[src/tsg_pkg.sv]
package tsg_pkg;
  localparam int DATA_W = 32;
  localparam int ADDR_W = 8;
  localparam int CNT_W = 12;
  localparam int DLY_W = 4;
  localparam int COLOR_W = 8;
  // register byte offsets
  localparam logic [7:0] CTRL_OFF = 8'h00;
  localparam logic [7:0] SIZE_OFF = 8'h04;
  localparam logic [7:0] HTIM_OFF = 8'h08;
  localparam logic [7:0] VTIM_OFF = 8'h0C;
  localparam logic [7:0] POL_OFF = 8'h10;
  localparam logic [7:0] CLKDIV_OFF = 8'h14;
  localparam logic [7:0] PIX_OFF = 8'h18;
  localparam logic [7:0] STAT_OFF = 8'h1C;
  // field positions
  localparam int ENABLE_BIT = 0;
  localparam int HPOL_BIT = 0;
  localparam int VPOL_BIT = 1;
  localparam int CKINV_BIT = 0;
  localparam int DLY_LSB = 4;
  localparam int HI_LSB = 16;
  localparam int SW_W = 8;
  localparam int SBP_LSB = 8;
  localparam int SFP_LSB = 16;
  // reset values
  localparam logic [CNT_W-1:0] WIDTH_RST = 12'h280;
  localparam logic [CNT_W-1:0] HEIGHT_RST = 12'h1E0;
  localparam logic [SW_W-1:0] HSW_RST = 8'h60;
  localparam logic [SW_W-1:0] HBP_RST = 8'h30;
  localparam logic [SW_W-1:0] HFP_RST = 8'h10;
  localparam logic [SW_W-1:0] VSW_RST = 8'h02;
  localparam logic [SW_W-1:0] VBP_RST = 8'h21;
  localparam logic [SW_W-1:0] VFP_RST = 8'h0A;
  localparam logic [1:0] RESP_OKAY = 2'h0;
  localparam logic [1:0] RESP_SLVERR = 2'h2;
  typedef enum logic [1:0] {
    TSG_SYNC = 2'b00,
    TSG_BACK = 2'b01,
    TSG_ACTIVE = 2'b11,
    TSG_FRONT = 2'b10
  } tsg_phase_e;
endpackage

[src/tsg_axis.sv]
`timescale 1ns/1ps
// one-axis phase counter: sync, back porch, active, front porch
module tsg_axis (
  input wire logic aclk,
  input wire logic aresetn,
  input wire logic run,
  input wire logic step,
  input wire logic [tsg_pkg::SW_W-1:0] sync_len,
  input wire logic [tsg_pkg::SW_W-1:0] back_len,
  input wire logic [tsg_pkg::CNT_W-1:0] act_len,
  input wire logic [tsg_pkg::SW_W-1:0] front_len,
  output tsg_pkg::tsg_phase_e phase,
  output logic wrap
);
  logic [tsg_pkg::CNT_W-1:0] cnt_r;
  logic [tsg_pkg::CNT_W-1:0] len;
  tsg_pkg::tsg_phase_e phase_r;
  logic last;

  always_comb begin
    case (phase_r)
      tsg_pkg::TSG_SYNC: len = {4'h0, sync_len};
      tsg_pkg::TSG_BACK: len = {4'h0, back_len};
      tsg_pkg::TSG_ACTIVE: len = act_len;
      tsg_pkg::TSG_FRONT: len = {4'h0, front_len};
      default: len = act_len;
    endcase
  end

  // zero lengths count as one so no phase vanishes
  assign last = (cnt_r + 12'h001 >= len);
  assign wrap = step && last && (phase_r == tsg_pkg::TSG_FRONT);
  assign phase = phase_r;

  always_ff @(posedge aclk) begin
    if (!aresetn || !run) begin
      cnt_r <= '0;
      phase_r <= tsg_pkg::TSG_SYNC;
    end else if (step) begin
      if (last) begin
        cnt_r <= '0;
        case (phase_r)
          tsg_pkg::TSG_SYNC: phase_r <= tsg_pkg::TSG_BACK;
          tsg_pkg::TSG_BACK: phase_r <= tsg_pkg::TSG_ACTIVE;
          tsg_pkg::TSG_ACTIVE: phase_r <= tsg_pkg::TSG_FRONT;
          tsg_pkg::TSG_FRONT: phase_r <= tsg_pkg::TSG_SYNC;
          default: phase_r <= tsg_pkg::TSG_SYNC;
        endcase
      end else begin
        cnt_r <= cnt_r + 12'h001;
      end
    end
  end
endmodule // tsg_axis

[src/tsg_timing_gen.sv]
`timescale 1ns/1ps
module tsg_timing_gen (
  input wire logic aclk,
  input wire logic aresetn,
  input wire logic [tsg_pkg::ADDR_W-1:0] s_axi_awaddr,
  input wire logic s_axi_awvalid,
  output logic s_axi_awready,
  input wire logic [tsg_pkg::DATA_W-1:0] s_axi_wdata,
  input wire logic [3:0] s_axi_wstrb,
  input wire logic s_axi_wvalid,
  output logic s_axi_wready,
  output logic [1:0] s_axi_bresp,
  output logic s_axi_bvalid,
  input wire logic s_axi_bready,
  input wire logic [tsg_pkg::ADDR_W-1:0] s_axi_araddr,
  input wire logic s_axi_arvalid,
  output logic s_axi_arready,
  output logic [tsg_pkg::DATA_W-1:0] s_axi_rdata,
  output logic [1:0] s_axi_rresp,
  output logic s_axi_rvalid,
  input wire logic s_axi_rready,
  output logic pixel_clk_out,
  output logic line_sync,
  output logic frame_sync,
  output logic pixel_valid_out,
  output logic [23:0] line_data
);
  logic enable_r;
  logic [tsg_pkg::CNT_W-1:0] width_r, height_r;
  logic [tsg_pkg::SW_W-1:0] hsw_r, hbp_r, hfp_r;
  logic [tsg_pkg::SW_W-1:0] vsw_r, vbp_r, vfp_r;
  logic hpol_r, vpol_r, ckinv_r;
  logic [tsg_pkg::DLY_W-1:0] dly_r;
  logic [23:0] pix_r;
  logic aw_have_r, w_have_r;
  logic [tsg_pkg::ADDR_W-1:0] awaddr_r;
  logic [tsg_pkg::DATA_W-1:0] wdata_r;
  logic [3:0] wstrb_r;
  logic wr_go;
  logic wr_hit;
  logic [tsg_pkg::DATA_W-1:0] rd_val;
  logic rd_hit;
  localparam int ADDR_LSB = 2;
  localparam int TAPS = 1 << tsg_pkg::DLY_W;
  localparam logic [3:0] STRB_ALL = 4'hF;
  logic [tsg_pkg::ADDR_W-1:0] wr_word, rd_word;
  logic div_r;
  logic [TAPS-1:0] dline_r;
  logic step;
  logic act_area;
  logic line_wrap, frame_wrap;
  tsg_pkg::tsg_phase_e hphase, vphase;
  logic [tsg_pkg::CNT_W-1:0] line_cnt_r;
  logic hs_r, vs_r, de_r;

  // write channel capture, address and data in either order
  assign s_axi_awready = !aw_have_r && !s_axi_bvalid;
  assign s_axi_wready = !w_have_r && !s_axi_bvalid;
  assign wr_go = aw_have_r && w_have_r && !s_axi_bvalid;
  // word-aligned register select
  assign wr_word = {awaddr_r[tsg_pkg::ADDR_W-1:ADDR_LSB], {ADDR_LSB{1'b0}}};

  always_ff @(posedge aclk) begin
    if (!aresetn) begin
      aw_have_r <= 1'b0;
      w_have_r <= 1'b0;
      awaddr_r <= '0;
      wdata_r <= '0;
      wstrb_r <= '0;
    end else begin
      if (s_axi_awvalid && s_axi_awready) begin
        aw_have_r <= 1'b1;
        awaddr_r <= s_axi_awaddr;
      end else if (wr_go) begin
        aw_have_r <= 1'b0;
      end
      if (s_axi_wvalid && s_axi_wready) begin
        w_have_r <= 1'b1;
        wdata_r <= s_axi_wdata;
        wstrb_r <= s_axi_wstrb;
      end else if (wr_go) begin
        w_have_r <= 1'b0;
      end
    end
  end

  always_comb begin
    case (wr_word)
      tsg_pkg::CTRL_OFF, tsg_pkg::SIZE_OFF, tsg_pkg::HTIM_OFF,
      tsg_pkg::VTIM_OFF, tsg_pkg::POL_OFF, tsg_pkg::CLKDIV_OFF,
      tsg_pkg::PIX_OFF, tsg_pkg::STAT_OFF: wr_hit = 1'b1;
      default: wr_hit = 1'b0;
    endcase
  end

  always_ff @(posedge aclk) begin
    if (!aresetn) begin
      s_axi_bvalid <= 1'b0;
      s_axi_bresp <= tsg_pkg::RESP_OKAY;
    end else if (wr_go) begin
      s_axi_bvalid <= 1'b1;
      s_axi_bresp <= wr_hit ? tsg_pkg::RESP_OKAY : tsg_pkg::RESP_SLVERR;
    end else if (s_axi_bready) begin
      s_axi_bvalid <= 1'b0;
    end
  end

  // configuration registers, every register write needs all four strobes
  always_ff @(posedge aclk) begin
    if (!aresetn) begin
      enable_r <= 1'b0;
      width_r <= tsg_pkg::WIDTH_RST;
      height_r <= tsg_pkg::HEIGHT_RST;
      hsw_r <= tsg_pkg::HSW_RST;
      hbp_r <= tsg_pkg::HBP_RST;
      hfp_r <= tsg_pkg::HFP_RST;
      vsw_r <= tsg_pkg::VSW_RST;
      vbp_r <= tsg_pkg::VBP_RST;
      vfp_r <= tsg_pkg::VFP_RST;
      hpol_r <= 1'b0;
      vpol_r <= 1'b0;
      ckinv_r <= 1'b0;
      dly_r <= '0;
      pix_r <= '0;
    end else if (wr_go && wstrb_r == STRB_ALL) begin
      case (wr_word)
        tsg_pkg::CTRL_OFF: enable_r <= wdata_r[tsg_pkg::ENABLE_BIT];
        tsg_pkg::SIZE_OFF: begin
          width_r <= wdata_r[tsg_pkg::CNT_W-1:0];
          height_r <= wdata_r[tsg_pkg::HI_LSB +: tsg_pkg::CNT_W];
        end
        tsg_pkg::HTIM_OFF: begin
          hsw_r <= wdata_r[tsg_pkg::SW_W-1:0];
          hbp_r <= wdata_r[tsg_pkg::SBP_LSB +: tsg_pkg::SW_W];
          hfp_r <= wdata_r[tsg_pkg::SFP_LSB +: tsg_pkg::SW_W];
        end
        tsg_pkg::VTIM_OFF: begin
          vsw_r <= wdata_r[tsg_pkg::SW_W-1:0];
          vbp_r <= wdata_r[tsg_pkg::SBP_LSB +: tsg_pkg::SW_W];
          vfp_r <= wdata_r[tsg_pkg::SFP_LSB +: tsg_pkg::SW_W];
        end
        tsg_pkg::POL_OFF: begin
          hpol_r <= wdata_r[tsg_pkg::HPOL_BIT];
          vpol_r <= wdata_r[tsg_pkg::VPOL_BIT];
        end
        tsg_pkg::CLKDIV_OFF: begin
          ckinv_r <= wdata_r[tsg_pkg::CKINV_BIT];
          dly_r <= wdata_r[tsg_pkg::DLY_LSB +: tsg_pkg::DLY_W];
        end
        tsg_pkg::PIX_OFF: pix_r <= wdata_r[23:0];
        default: enable_r <= enable_r;
      endcase
    end
  end

  // read channel
  assign s_axi_arready = !s_axi_rvalid;
  assign rd_word = {s_axi_araddr[tsg_pkg::ADDR_W-1:ADDR_LSB],
    {ADDR_LSB{1'b0}}};

  always_comb begin
    rd_hit = 1'b1;
    case (rd_word)
      tsg_pkg::CTRL_OFF: rd_val = {31'h0, enable_r};
      tsg_pkg::SIZE_OFF: rd_val = {4'h0, height_r, 4'h0, width_r};
      tsg_pkg::HTIM_OFF: rd_val = {8'h00, hfp_r, hbp_r, hsw_r};
      tsg_pkg::VTIM_OFF: rd_val = {8'h00, vfp_r, vbp_r, vsw_r};
      tsg_pkg::POL_OFF: rd_val = {30'h0, vpol_r, hpol_r};
      tsg_pkg::CLKDIV_OFF: rd_val = {24'h0, 3'h0, 1'b0, 3'h0, ckinv_r}
        | {24'h0, dly_r, 4'h0};
      tsg_pkg::PIX_OFF: rd_val = {8'h00, pix_r};
      tsg_pkg::STAT_OFF: rd_val = {4'h0, line_cnt_r, 12'h000,
        hphase, vphase};
      default: begin
        rd_val = '0;
        rd_hit = 1'b0;
      end
    endcase
  end

  always_ff @(posedge aclk) begin
    if (!aresetn) begin
      s_axi_rvalid <= 1'b0;
      s_axi_rdata <= '0;
      s_axi_rresp <= tsg_pkg::RESP_OKAY;
    end else if (s_axi_arvalid && s_axi_arready) begin
      s_axi_rvalid <= 1'b1;
      s_axi_rdata <= rd_val;
      s_axi_rresp <= rd_hit ? tsg_pkg::RESP_OKAY : tsg_pkg::RESP_SLVERR;
    end else if (s_axi_rready) begin
      s_axi_rvalid <= 1'b0;
    end
  end

  // pixel clock: aclk divided by two, one pixel per two aclk cycles
  always_ff @(posedge aclk) begin
    if (!aresetn || !enable_r) begin
      div_r <= 1'b0;
    end else begin
      div_r <= !div_r;
    end
  end

  // step two aclk cycles before the outgoing pixel clock rises, with tap 0 and no inversion
  assign step = enable_r && div_r;

  // delay line for the pixel clock, tap chosen by dly_r
  always_ff @(posedge aclk) begin
    if (!aresetn) begin
      dline_r <= '0;
      pixel_clk_out <= 1'b0;
    end else begin
      dline_r <= {dline_r[TAPS-2:0], div_r};
      pixel_clk_out <= (enable_r ? dline_r[dly_r] : 1'b0) ^ ckinv_r;
    end
  end

  tsg_axis u_horiz (
    .aclk(aclk),
    .aresetn(aresetn),
    .run(enable_r),
    .step(step),
    .sync_len(hsw_r),
    .back_len(hbp_r),
    .act_len(width_r),
    .front_len(hfp_r),
    .phase(hphase),
    .wrap(line_wrap)
  );

  tsg_axis u_vert (
    .aclk(aclk),
    .aresetn(aresetn),
    .run(enable_r),
    .step(line_wrap),
    .sync_len(vsw_r),
    .back_len(vbp_r),
    .act_len(height_r),
    .front_len(vfp_r),
    .phase(vphase),
    .wrap(frame_wrap)
  );

  always_ff @(posedge aclk) begin
    if (!aresetn || !enable_r) begin
      line_cnt_r <= '0;
    end else if (frame_wrap) begin
      line_cnt_r <= '0;
    end else if (line_wrap) begin
      line_cnt_r <= line_cnt_r + 12'h001;
    end
  end

  // data enable only with both axes active
  assign act_area = (hphase == tsg_pkg::TSG_ACTIVE)
    && (vphase == tsg_pkg::TSG_ACTIVE);

  // sync and data outputs, one register each
  always_ff @(posedge aclk) begin
    if (!aresetn || !enable_r) begin
      hs_r <= 1'b0;
    end else if (step) begin
      hs_r <= (hphase == tsg_pkg::TSG_SYNC);
    end
  end

  always_ff @(posedge aclk) begin
    if (!aresetn || !enable_r) begin
      vs_r <= 1'b0;
    end else if (step) begin
      vs_r <= (vphase == tsg_pkg::TSG_SYNC);
    end
  end

  always_ff @(posedge aclk) begin
    if (!aresetn || !enable_r) begin
      de_r <= 1'b0;
    end else if (step) begin
      de_r <= act_area;
    end
  end

  always_ff @(posedge aclk) begin
    if (!aresetn || !enable_r) begin
      line_data <= '0;
    end else if (step) begin
      line_data <= act_area ? pix_r : 24'h000000;
    end
  end

  assign line_sync = hs_r ^ hpol_r;
  assign frame_sync = vs_r ^ vpol_r;
  assign pixel_valid_out = de_r;
endmodule // tsg_timing_gen

[config.mk]
export PLATFORM = sky130hd
export DESIGN_NAME = tsg_timing_gen
export DESIGN_NICKNAME = d
export VERILOG_FILES = /design/src/tsg_pkg.sv /design/src/tsg_axis.sv /design/src/tsg_timing_gen.sv
export SDC_FILE = /design/constraint.sdc
export NUM_CORES = 1
export LEC_CHECK = 0
export BUFFER_PORTS_ARGS = -buffer_cell sky130_fd_sc_hd__buf_2
export CORE_MARGIN = 1.5
export CORE_UTILIZATION = 35
export DETAILED_ROUTE_END_ITERATION = 7
export GPL_TIMING_DRIVEN = 0
export HOLD_SLACK_MARGIN = 0.06
export PLACE_DENSITY = 0.57
export SYNTH_ARGS = -nofsm -noshare
export SYNTH_HDL_FRONTEND = slang
export SYNTH_SLANG_ARGS = --single-unit
[constraint.sdc]
create_clock -name aclk -period 3.27 [get_ports aclk]
set_input_delay 0.981 -clock aclk [delete_from_list [all_inputs] [get_ports aclk]]
set_output_delay 0.981 -clock aclk [all_outputs]
set_load 0.01 [all_outputs]
# Word-level counts from Yosys, hierarchy flattened
# Memories as Yosys holds them, arrays and structs flattened. A register that Yosys moved wholly into a read port is not among the register bits.
# Index checks and enable logic that the tools add are counted.
dict set report op_classes {
  eq_ne 20
  addsub 3
  bitwise 4
  n_reduce_logical 42
  n_mux 24
  n_lt_le_gt_ge 3
}
# cell n
set ops {}
lappend ops {{28-bit one-hot mux with 8 select lines} 1}
lappend ops {{12-bit one-hot mux with 4 select lines} 2}
lappend ops {{6-bit by 3-bit == test with 1-bit output (second input constant)} 7}
lappend ops {{12-bit by 1-bit adder with 12-bit output (second input constant)} 3}
lappend ops {{6-bit by 2-bit == test with 1-bit output (second input constant)} 4}
lappend ops {{12-bit greater-or-equal comparator} 2}
lappend ops {{12-bit 2-to-1 mux} 2}
lappend ops {{24-bit 2-to-1 mux} 1}
lappend ops {{2-bit AND reduction} 9}
lappend ops {{8-bit zero test} 2}
lappend ops {{2-bit one-hot mux with 4 select lines} 2}
lappend ops {{1-bit logical AND} 14}
lappend ops {{6-bit by 1-bit == test with 1-bit output (second input constant)} 2}
lappend ops {{1-bit 2-to-1 mux} 11}
lappend ops {{5-bit 2-to-1 mux} 2}
lappend ops {{2-bit == test (second input constant)} 4}
lappend ops {{1-bit by 8-bit bitwise OR with 8-bit output} 1}
lappend ops {{2-bit nonzero test} 4}
lappend ops {{8-bit OR reduction} 1}
lappend ops {{1-bit zero test} 7}
lappend ops {{4-bit by 5-bit < comparator with 1-bit output (second input constant)} 1}
lappend ops {{1-bit binary-select mux with 4-bit select} 1}
lappend ops {{2-bit by 1-bit == test with 1-bit output (second input constant)} 2}
lappend ops {{4-bit == test (second input constant)} 1}
lappend ops {{6 further kinds} 10}
dict set report totals {
  elab_cells 133
  mem_bits_ro 32
  register_bits 269
  n_memories 1
  output_inout_bits 69
  inputBits 59
}
# memory depth word_bits rd rd_ports_with_merged_regs wr line
set mem_list {}
lappend mem_list {{(no name shown)} 32 1 1 1 0 tsg_timing_gen.sv:88} ;# case (wr_word)

# Depth between registers and ports, before layout
dict set report depth {
  ltp_word 8
  ltp_mapped 14
  mapped_depth_nobuf 12
}

# Modules after synthesis
# From an unflattened synthesis, not the netlist that was laid out.
dict set report unflattened {
  hier_cells 1358
  area_unflattened_um2 12102.9
}
# module seq_area_each_um2 area_each_um2 n_inst cells_each
set modules_own_cells {}
lappend modules_own_cells {tsg_timing_gen 4664.5 9536.6 1 1080}
lappend modules_own_cells {{tsg_axis at u_vert} 280.3 1323.8 1 146}
lappend modules_own_cells {{tsg_axis at u_horiz} 280.3 1242.4 1 132}

# Worst setup path after synthesis
# No wires, ideal clock.
dict set report synth_timing {
  kind {reg2reg}
  from {reg u_vert.phase_r[0] (netlist: u_vert.phase[0])}
  to {reg u_vert.cnt_r[8] (netlist bit)}
  t_required_ns 3.174
  path_slack_ns -0.137
  n_path_buf 2
  stages_incl_launch_ff 11
  arrival_time_ns 3.311
  synth_period_minus_slack_ns 3.407
  setup_ns 0.096
  cell_sequence {dfxtp_1 > clkbuf_1 > buf_1 > mux4_2 > ha_1 > nand2b_1 > a2111o_1 > a311o_1 > nor3_4 > nand2_1 > o41ai_2}
}
dict set report synth_via {
  elab_chain_len 4
  elab_cells_between_ends 7
}
# item line
set synth_rtl {}
lappend synth_rtl {{start, declared} tsg_axis.sv:17} ;# tsg_pkg::tsg_phase_e phase_r;
lappend synth_rtl {{start signal, assigned} tsg_axis.sv:38} ;# phase_r <= tsg_pkg::TSG_SYNC;
lappend synth_rtl {{start signal, assigned} tsg_axis.sv:43} ;# tsg_pkg::TSG_SYNC: phase_r <= tsg_pkg::TSG_BACK;
lappend synth_rtl {{start signal, assigned} tsg_axis.sv:44} ;# tsg_pkg::TSG_BACK: phase_r <= tsg_pkg::TSG_ACTIVE;
lappend synth_rtl {{2-bit == test, or another cell as far along} tsg_axis.sv:21} ;# case (phase_r)
lappend synth_rtl {{12-bit one-hot mux with 4 select lines (*)} tsg_axis.sv:21}
lappend synth_rtl {{12-bit greater-or-equal comparator (*)} tsg_axis.sv:31} ;# assign last = (cnt_r + 12'h001 >= len);
lappend synth_rtl {{12-bit 2-to-1 mux (*)} tsg_axis.sv:40} ;# if (last) begin
lappend synth_rtl {{end signal, assigned} tsg_axis.sv:50} ;# cnt_r <= cnt_r + 12'h001;
lappend synth_rtl {{end, declared} tsg_axis.sv:15} ;# logic [tsg_pkg::CNT_W-1:0] cnt_r;
# Every way passes the cells marked *; elsewhere a longest branch is shown, timed or not.
# A chain may end at the register's enable or synchronous reset.

# Worst setup path after layout
dict set report layout_timing {
  from {reg u_horiz.phase_r[0] (netlist: u_horiz.phase[0])}
  to {reg u_vert.phase_r[1] (netlist: u_vert.phase[1])}
}
dict set report layout_via {
  elab_chain_len 6
  elab_cells_between_ends 9
}
# item line
set layout_rtl {}
lappend layout_rtl {{start, declared} tsg_axis.sv:17}
lappend layout_rtl {{start signal, assigned} tsg_axis.sv:38}
lappend layout_rtl {{start signal, assigned} tsg_axis.sv:43}
lappend layout_rtl {{start signal, assigned} tsg_axis.sv:44}
lappend layout_rtl {{2-bit == test, or another cell as far along} {tsg_axis.sv:21, tsg_axis.sv:32}}
lappend layout_rtl {{12-bit one-hot mux with 4 select lines} tsg_axis.sv:21}
lappend layout_rtl {{12-bit greater-or-equal comparator} tsg_axis.sv:31}
lappend layout_rtl {{1-bit logical AND} tsg_axis.sv:32} ;# assign wrap = step && last && (phase_r == tsg_pkg::TSG_FRONT);
lappend layout_rtl {{1-bit logical AND (*)} tsg_axis.sv:32}
lappend layout_rtl {{2-bit AND reduction (no line) (*)} -}
# Marked as above.

==> run_results.csv <==
group,metric,value,unit
critical_path,cp-end-kind,"flip-flop",
routing,routed_via_density,5.284,
grt,grt_overflow,0,
power_and_ir_drop,leakage,5.330,nW
placed_design,placed_cells,1925,
floorplan,core_area,33450,sq um
synth,ys_warn_count,0,
critical_path,start_kind,"flip-flop",
hold_path,worstHoldPathCells,2,
synth,syn_area,11840,sq um
floorplan,die_w,186.9,microns
cells_and_area,syn_to_final_growth,20.57,%
sta,hold_violations,0,
synth,seq_area_frac_synth,44.13,%
placed_design,place_congestion,0.9168,
routing,wl_met1,17700,microns
cells_and_area,layout-drive-gt1-share,19.30,%
power_and_ir_drop,p_int,5.255,mW
cells_and_area,nets,1612,
routing,highest_layer,"met4",
placed_design,place_hpwl,29620,microns
sta,fin_ws,0.1260,ns
synth,synth-async-reset-ratio,0,%
routing,wl_met3,2775,microns
synth,synth_area_per_cell,8.706,sq um
critical_path,crit_top_cell,"buf_6",
run_status,status,"finished, final reports clean",
routing,vias,10550,
grt,grt_pass1_vias,9966,
critical_path,cp_cell_sequence,"buf_6 > clkbuf_8 > mux4_2 > ha_1 > nand2b_1 > a2111o_1 > a31oi_4 > a21o_1 > buf_4 > buf_6 > buf_6 > o211ai_1 > o31ai_1",
critical_path,cp.arrival,3.61,ns
routing,wire_per_inst,19.46,microns
synth,syn_inst,1360,
power_and_ir_drop,p_comb_share,4.5,%
floorplan,floorplan.initialDensity,35.40,%
synth,yosys.cell_types.count,68,
routing,drtIter0Drc,896,
cells_and_area,layout_commonest_cell,"nand2_1",
sta,period_needed,3.144,ns
cts,cts_tree,"yes",
routing,ant_nets,0,
placed_design,io_buffer_count,112,
cells_and_area,layout_common_cells,"nand2_1, dfxtp_1, buf_2, a21boi_0, nor2_1",
cts,cts_buffers,29,
floorplan,die-area,34940,sq um
cells_and_area,diodes,0,
cts,cts_root_buffer,"clkbuf_16",
critical_path,critical_path.max_fanout,10,
placed_design,place_ws,-0.6491,ns
run,maxCapViolCount,0,
power_and_ir_drop,swShare,23.83,%
critical_path,crit_family,"compound AO/OA/AOI/OAI gates",
cts,clk_pin_slew,0.06,ns
floorplan,row_count,67,
sta,finalClockSkew,0.01488,ns
synth,ys_ff_latch,261,
synth,ys.flop_type,"dfxtp_1",
sta,fin_tns_setup,0,ns
critical_path,crit_cells,13,
critical_path,slowest_delay,0.52,ns
power_and_ir_drop,ir_drop,418.4,uV
grt,antenna_found_initial,0,
critical_path,reg2reg_depth,13,
sta,fmax,318.1,MHz
cts,clk_path_buf_depth,3,
grt,grt.total_usage,21.92,%
critical_path,slowest_stage,"mux4_2",
cts,clk_latency,0.57,ns
cells_and_area,fin_cells,1997,
floorplan,die_y,186.9,microns
power_and_ir_drop,powerDensity,483.2,nW/um^2
power_and_ir_drop,p_sw,1.644,mW
sta,tightest_slew,1.109,ns
synth,synth-edff-count,0,
cts,clkSinkCount,261,
hold_path,hold_path.class,"reg -> reg",
floorplan,ios,128,
power_and_ir_drop,p_total,6.898,mW
routing,firstDrtPassIters,5,
power_and_ir_drop,pwr-share-clk,47.7,%
sta,report.final.slew_viol_count,0,
sta,rsz0062_at_grt,"yes",
routing,drc,0,
sta,finalSetupViolations,0,
grt,grt_pass1_wl,59330,microns
routing,finalWirelength,38870,microns
power_and_ir_drop,seqPwrFrac,47.8,%
cts,cts_max_level,1,
sta,fin_crit_sh,96.15,%
grt,grt_start_max_net_pins,18,
cells_and_area,fin_util,42.68,%
critical_path,critical_path_class,"reg -> reg",
sta,relSlewSlack,25.49,%
routing,met2_length,17250,microns
critical_path,critPathRequiredTime,3.74,ns
critical_path,cp.buffers_inverters,5,
## metrics by stage
step	area, sq um	hold slack (ns)
2_1_floorplan	11860	0.4295
3_3_place_gp	12980	0.4389
3_5_place_dp	12980	0.4468
4_1_cts	14090	0.4604
5_1_grt	14280	0.4707
6_report	14280	0.4492
## cell usage after synthesis, types with 2 or more instances
cell type	number	area, sq um
ha_1	27	337.8
o211a_1	5	50.05
a21oi_1	36	180.2
or4_1	3	22.52
and2_1	21	131.4
o22ai_1	11	68.82
a2111o_1	2	22.52
o41ai_2	2	32.53
nor3b_1	5	37.54
o211ai_1	2	15.01
nor2_1	87	326.6
or3_1	3	18.77
nor2b_1	22	137.6
nor3_1	4	20.02
a21boi_1	17	127.6
a32oi_1	3	26.28
o21ai_0	21	105.1
nand4_1	11	68.82
o31ai_1	4	30.03
mux2_2	9	101.4
and3_1	5	31.28
nor2_2	2	12.51
inv_1	21	78.83
buf_1	4	15.01
nor3_2	2	20.02
xor2_1	11	96.34
nand3_1	67	335.3
a222oi_1	5	50.05
xnor2_1	19	166.4
mux4_2	21	473.0
mux2i_1	18	180.2
a21o_1	4	30.03
dfxtp_1	261	5225
a22oi_1	49	367.9
clkbuf_1	63	236.5
a21boi_0	100	750.7
buf_2	29	145.1
a31oi_1	2	12.51
a221oi_1	18	157.7
buf_4	9	67.56
nand2b_1	12	75.07
nand2_1	312	1171
a211oi_1	6	45.04
## power groups by stage
stage,Clock (mW),Sequential (mW),Combinational [mW]
floorplan,0,3.34,0.182
global placement,0,3.36,0.309
detailed placement,0,3.36,0.313
CTS,3.33,3.29,0.313
global route,3.47,3.30,0.345
finish,3.29,3.29,0.313
## final timing paths
check | slack [ns] | end | from
max | 0.13 | u_vert.phase[1]$_SDFFE_PP0P_ | u_horiz.phase[0]$_SDFFE_PP0N_
min | 0.45 | s_axi_rdata[20]$_SDFFE_PN0P_ | s_axi_rdata[20]$_SDFFE_PN0P_
max reg2reg | 0.13 | u_vert.phase[1]$_SDFFE_PP0P_ | u_horiz.phase[0]$_SDFFE_PP0N_
min reg2reg | 0.45 | s_axi_rdata[20]$_SDFFE_PN0P_ | s_axi_rdata[20]$_SDFFE_PN0P_
## area by class of cell
cell class / count / area, sq um
Buffer: 103 / 530.5
Fill cell: 3389 / 19170
Multi-Input combinational cell: 977 / 6190
Inverter: 21 / 78.83
Clock buffer: 37 / 805.8
Sequential cell: 261 / 5239
Timing Repair Buffer: 133 / 718.2
Clock inverter: 17 / 153.9
Tap cell: 448 / 560.5
## sequential cells by signal, summed over array words and instances, names as in the netlist, 8 cells and up
signal         count
pix_r             24
vbp_r              8
line_cnt_r        12
width_r           12
vsw_r              8
s_axi_rdata       28
dline_r           16
hbp_r              8
u_horiz.cnt_r     12
vfp_r              8
hfp_r              8
wdata_r           28
line_data         24
hsw_r              8
u_vert.cnt_r      12
height_r          12
## routing by layer
| layer | vias to the layer above | track usage [%] |
|---|---|---|
| li1 | 5061 | - |
| met4 | 0 | 6.638 |
| met3 | 76 | 3.508 |
| met2 | 409 | 34.29 |
| met5 | - | 0 |
| met1 | 5007 | 30.99 |
## cell families (layout without fill, tap and decap cells)
group | after synthesis | count (layout) | synth area share (%)
AND/OR/NAND/NOR | 570 | 570 | 21.52
multiplexers | 48 | 48 | 6.372
buffers and inverters | 127 | 311 | 4.681
adder cells (fa/ha/maj) | 27 | 27 | 2.853
flip-flops | 261 | 261 | 44.13
AO/OA/AOI/OAI | 296 | 296 | 18.20
other | 1 | 6 | 0.03167
XOR/XNOR | 30 | 30 | 2.219
## repair_timing
| action | CTS | global route |
|---|---|---|
| setup buffers | 8 | 12 |
| resized for setup | 28 | 27 |
| setup endpoints to repair | 40 | 36 |
| cloned | 0 | 1 |
| pin swaps | 6 | 12 |
| hold buffers | 0 | 0 |
## worst min-delay path, cell delays in order (launching register included)
cell	delay, ns
dfxtp_1	0.32
nand2_1	0.04
o21ai_0	0.05
No activity file was read; power rests on OpenSTA's default activity.
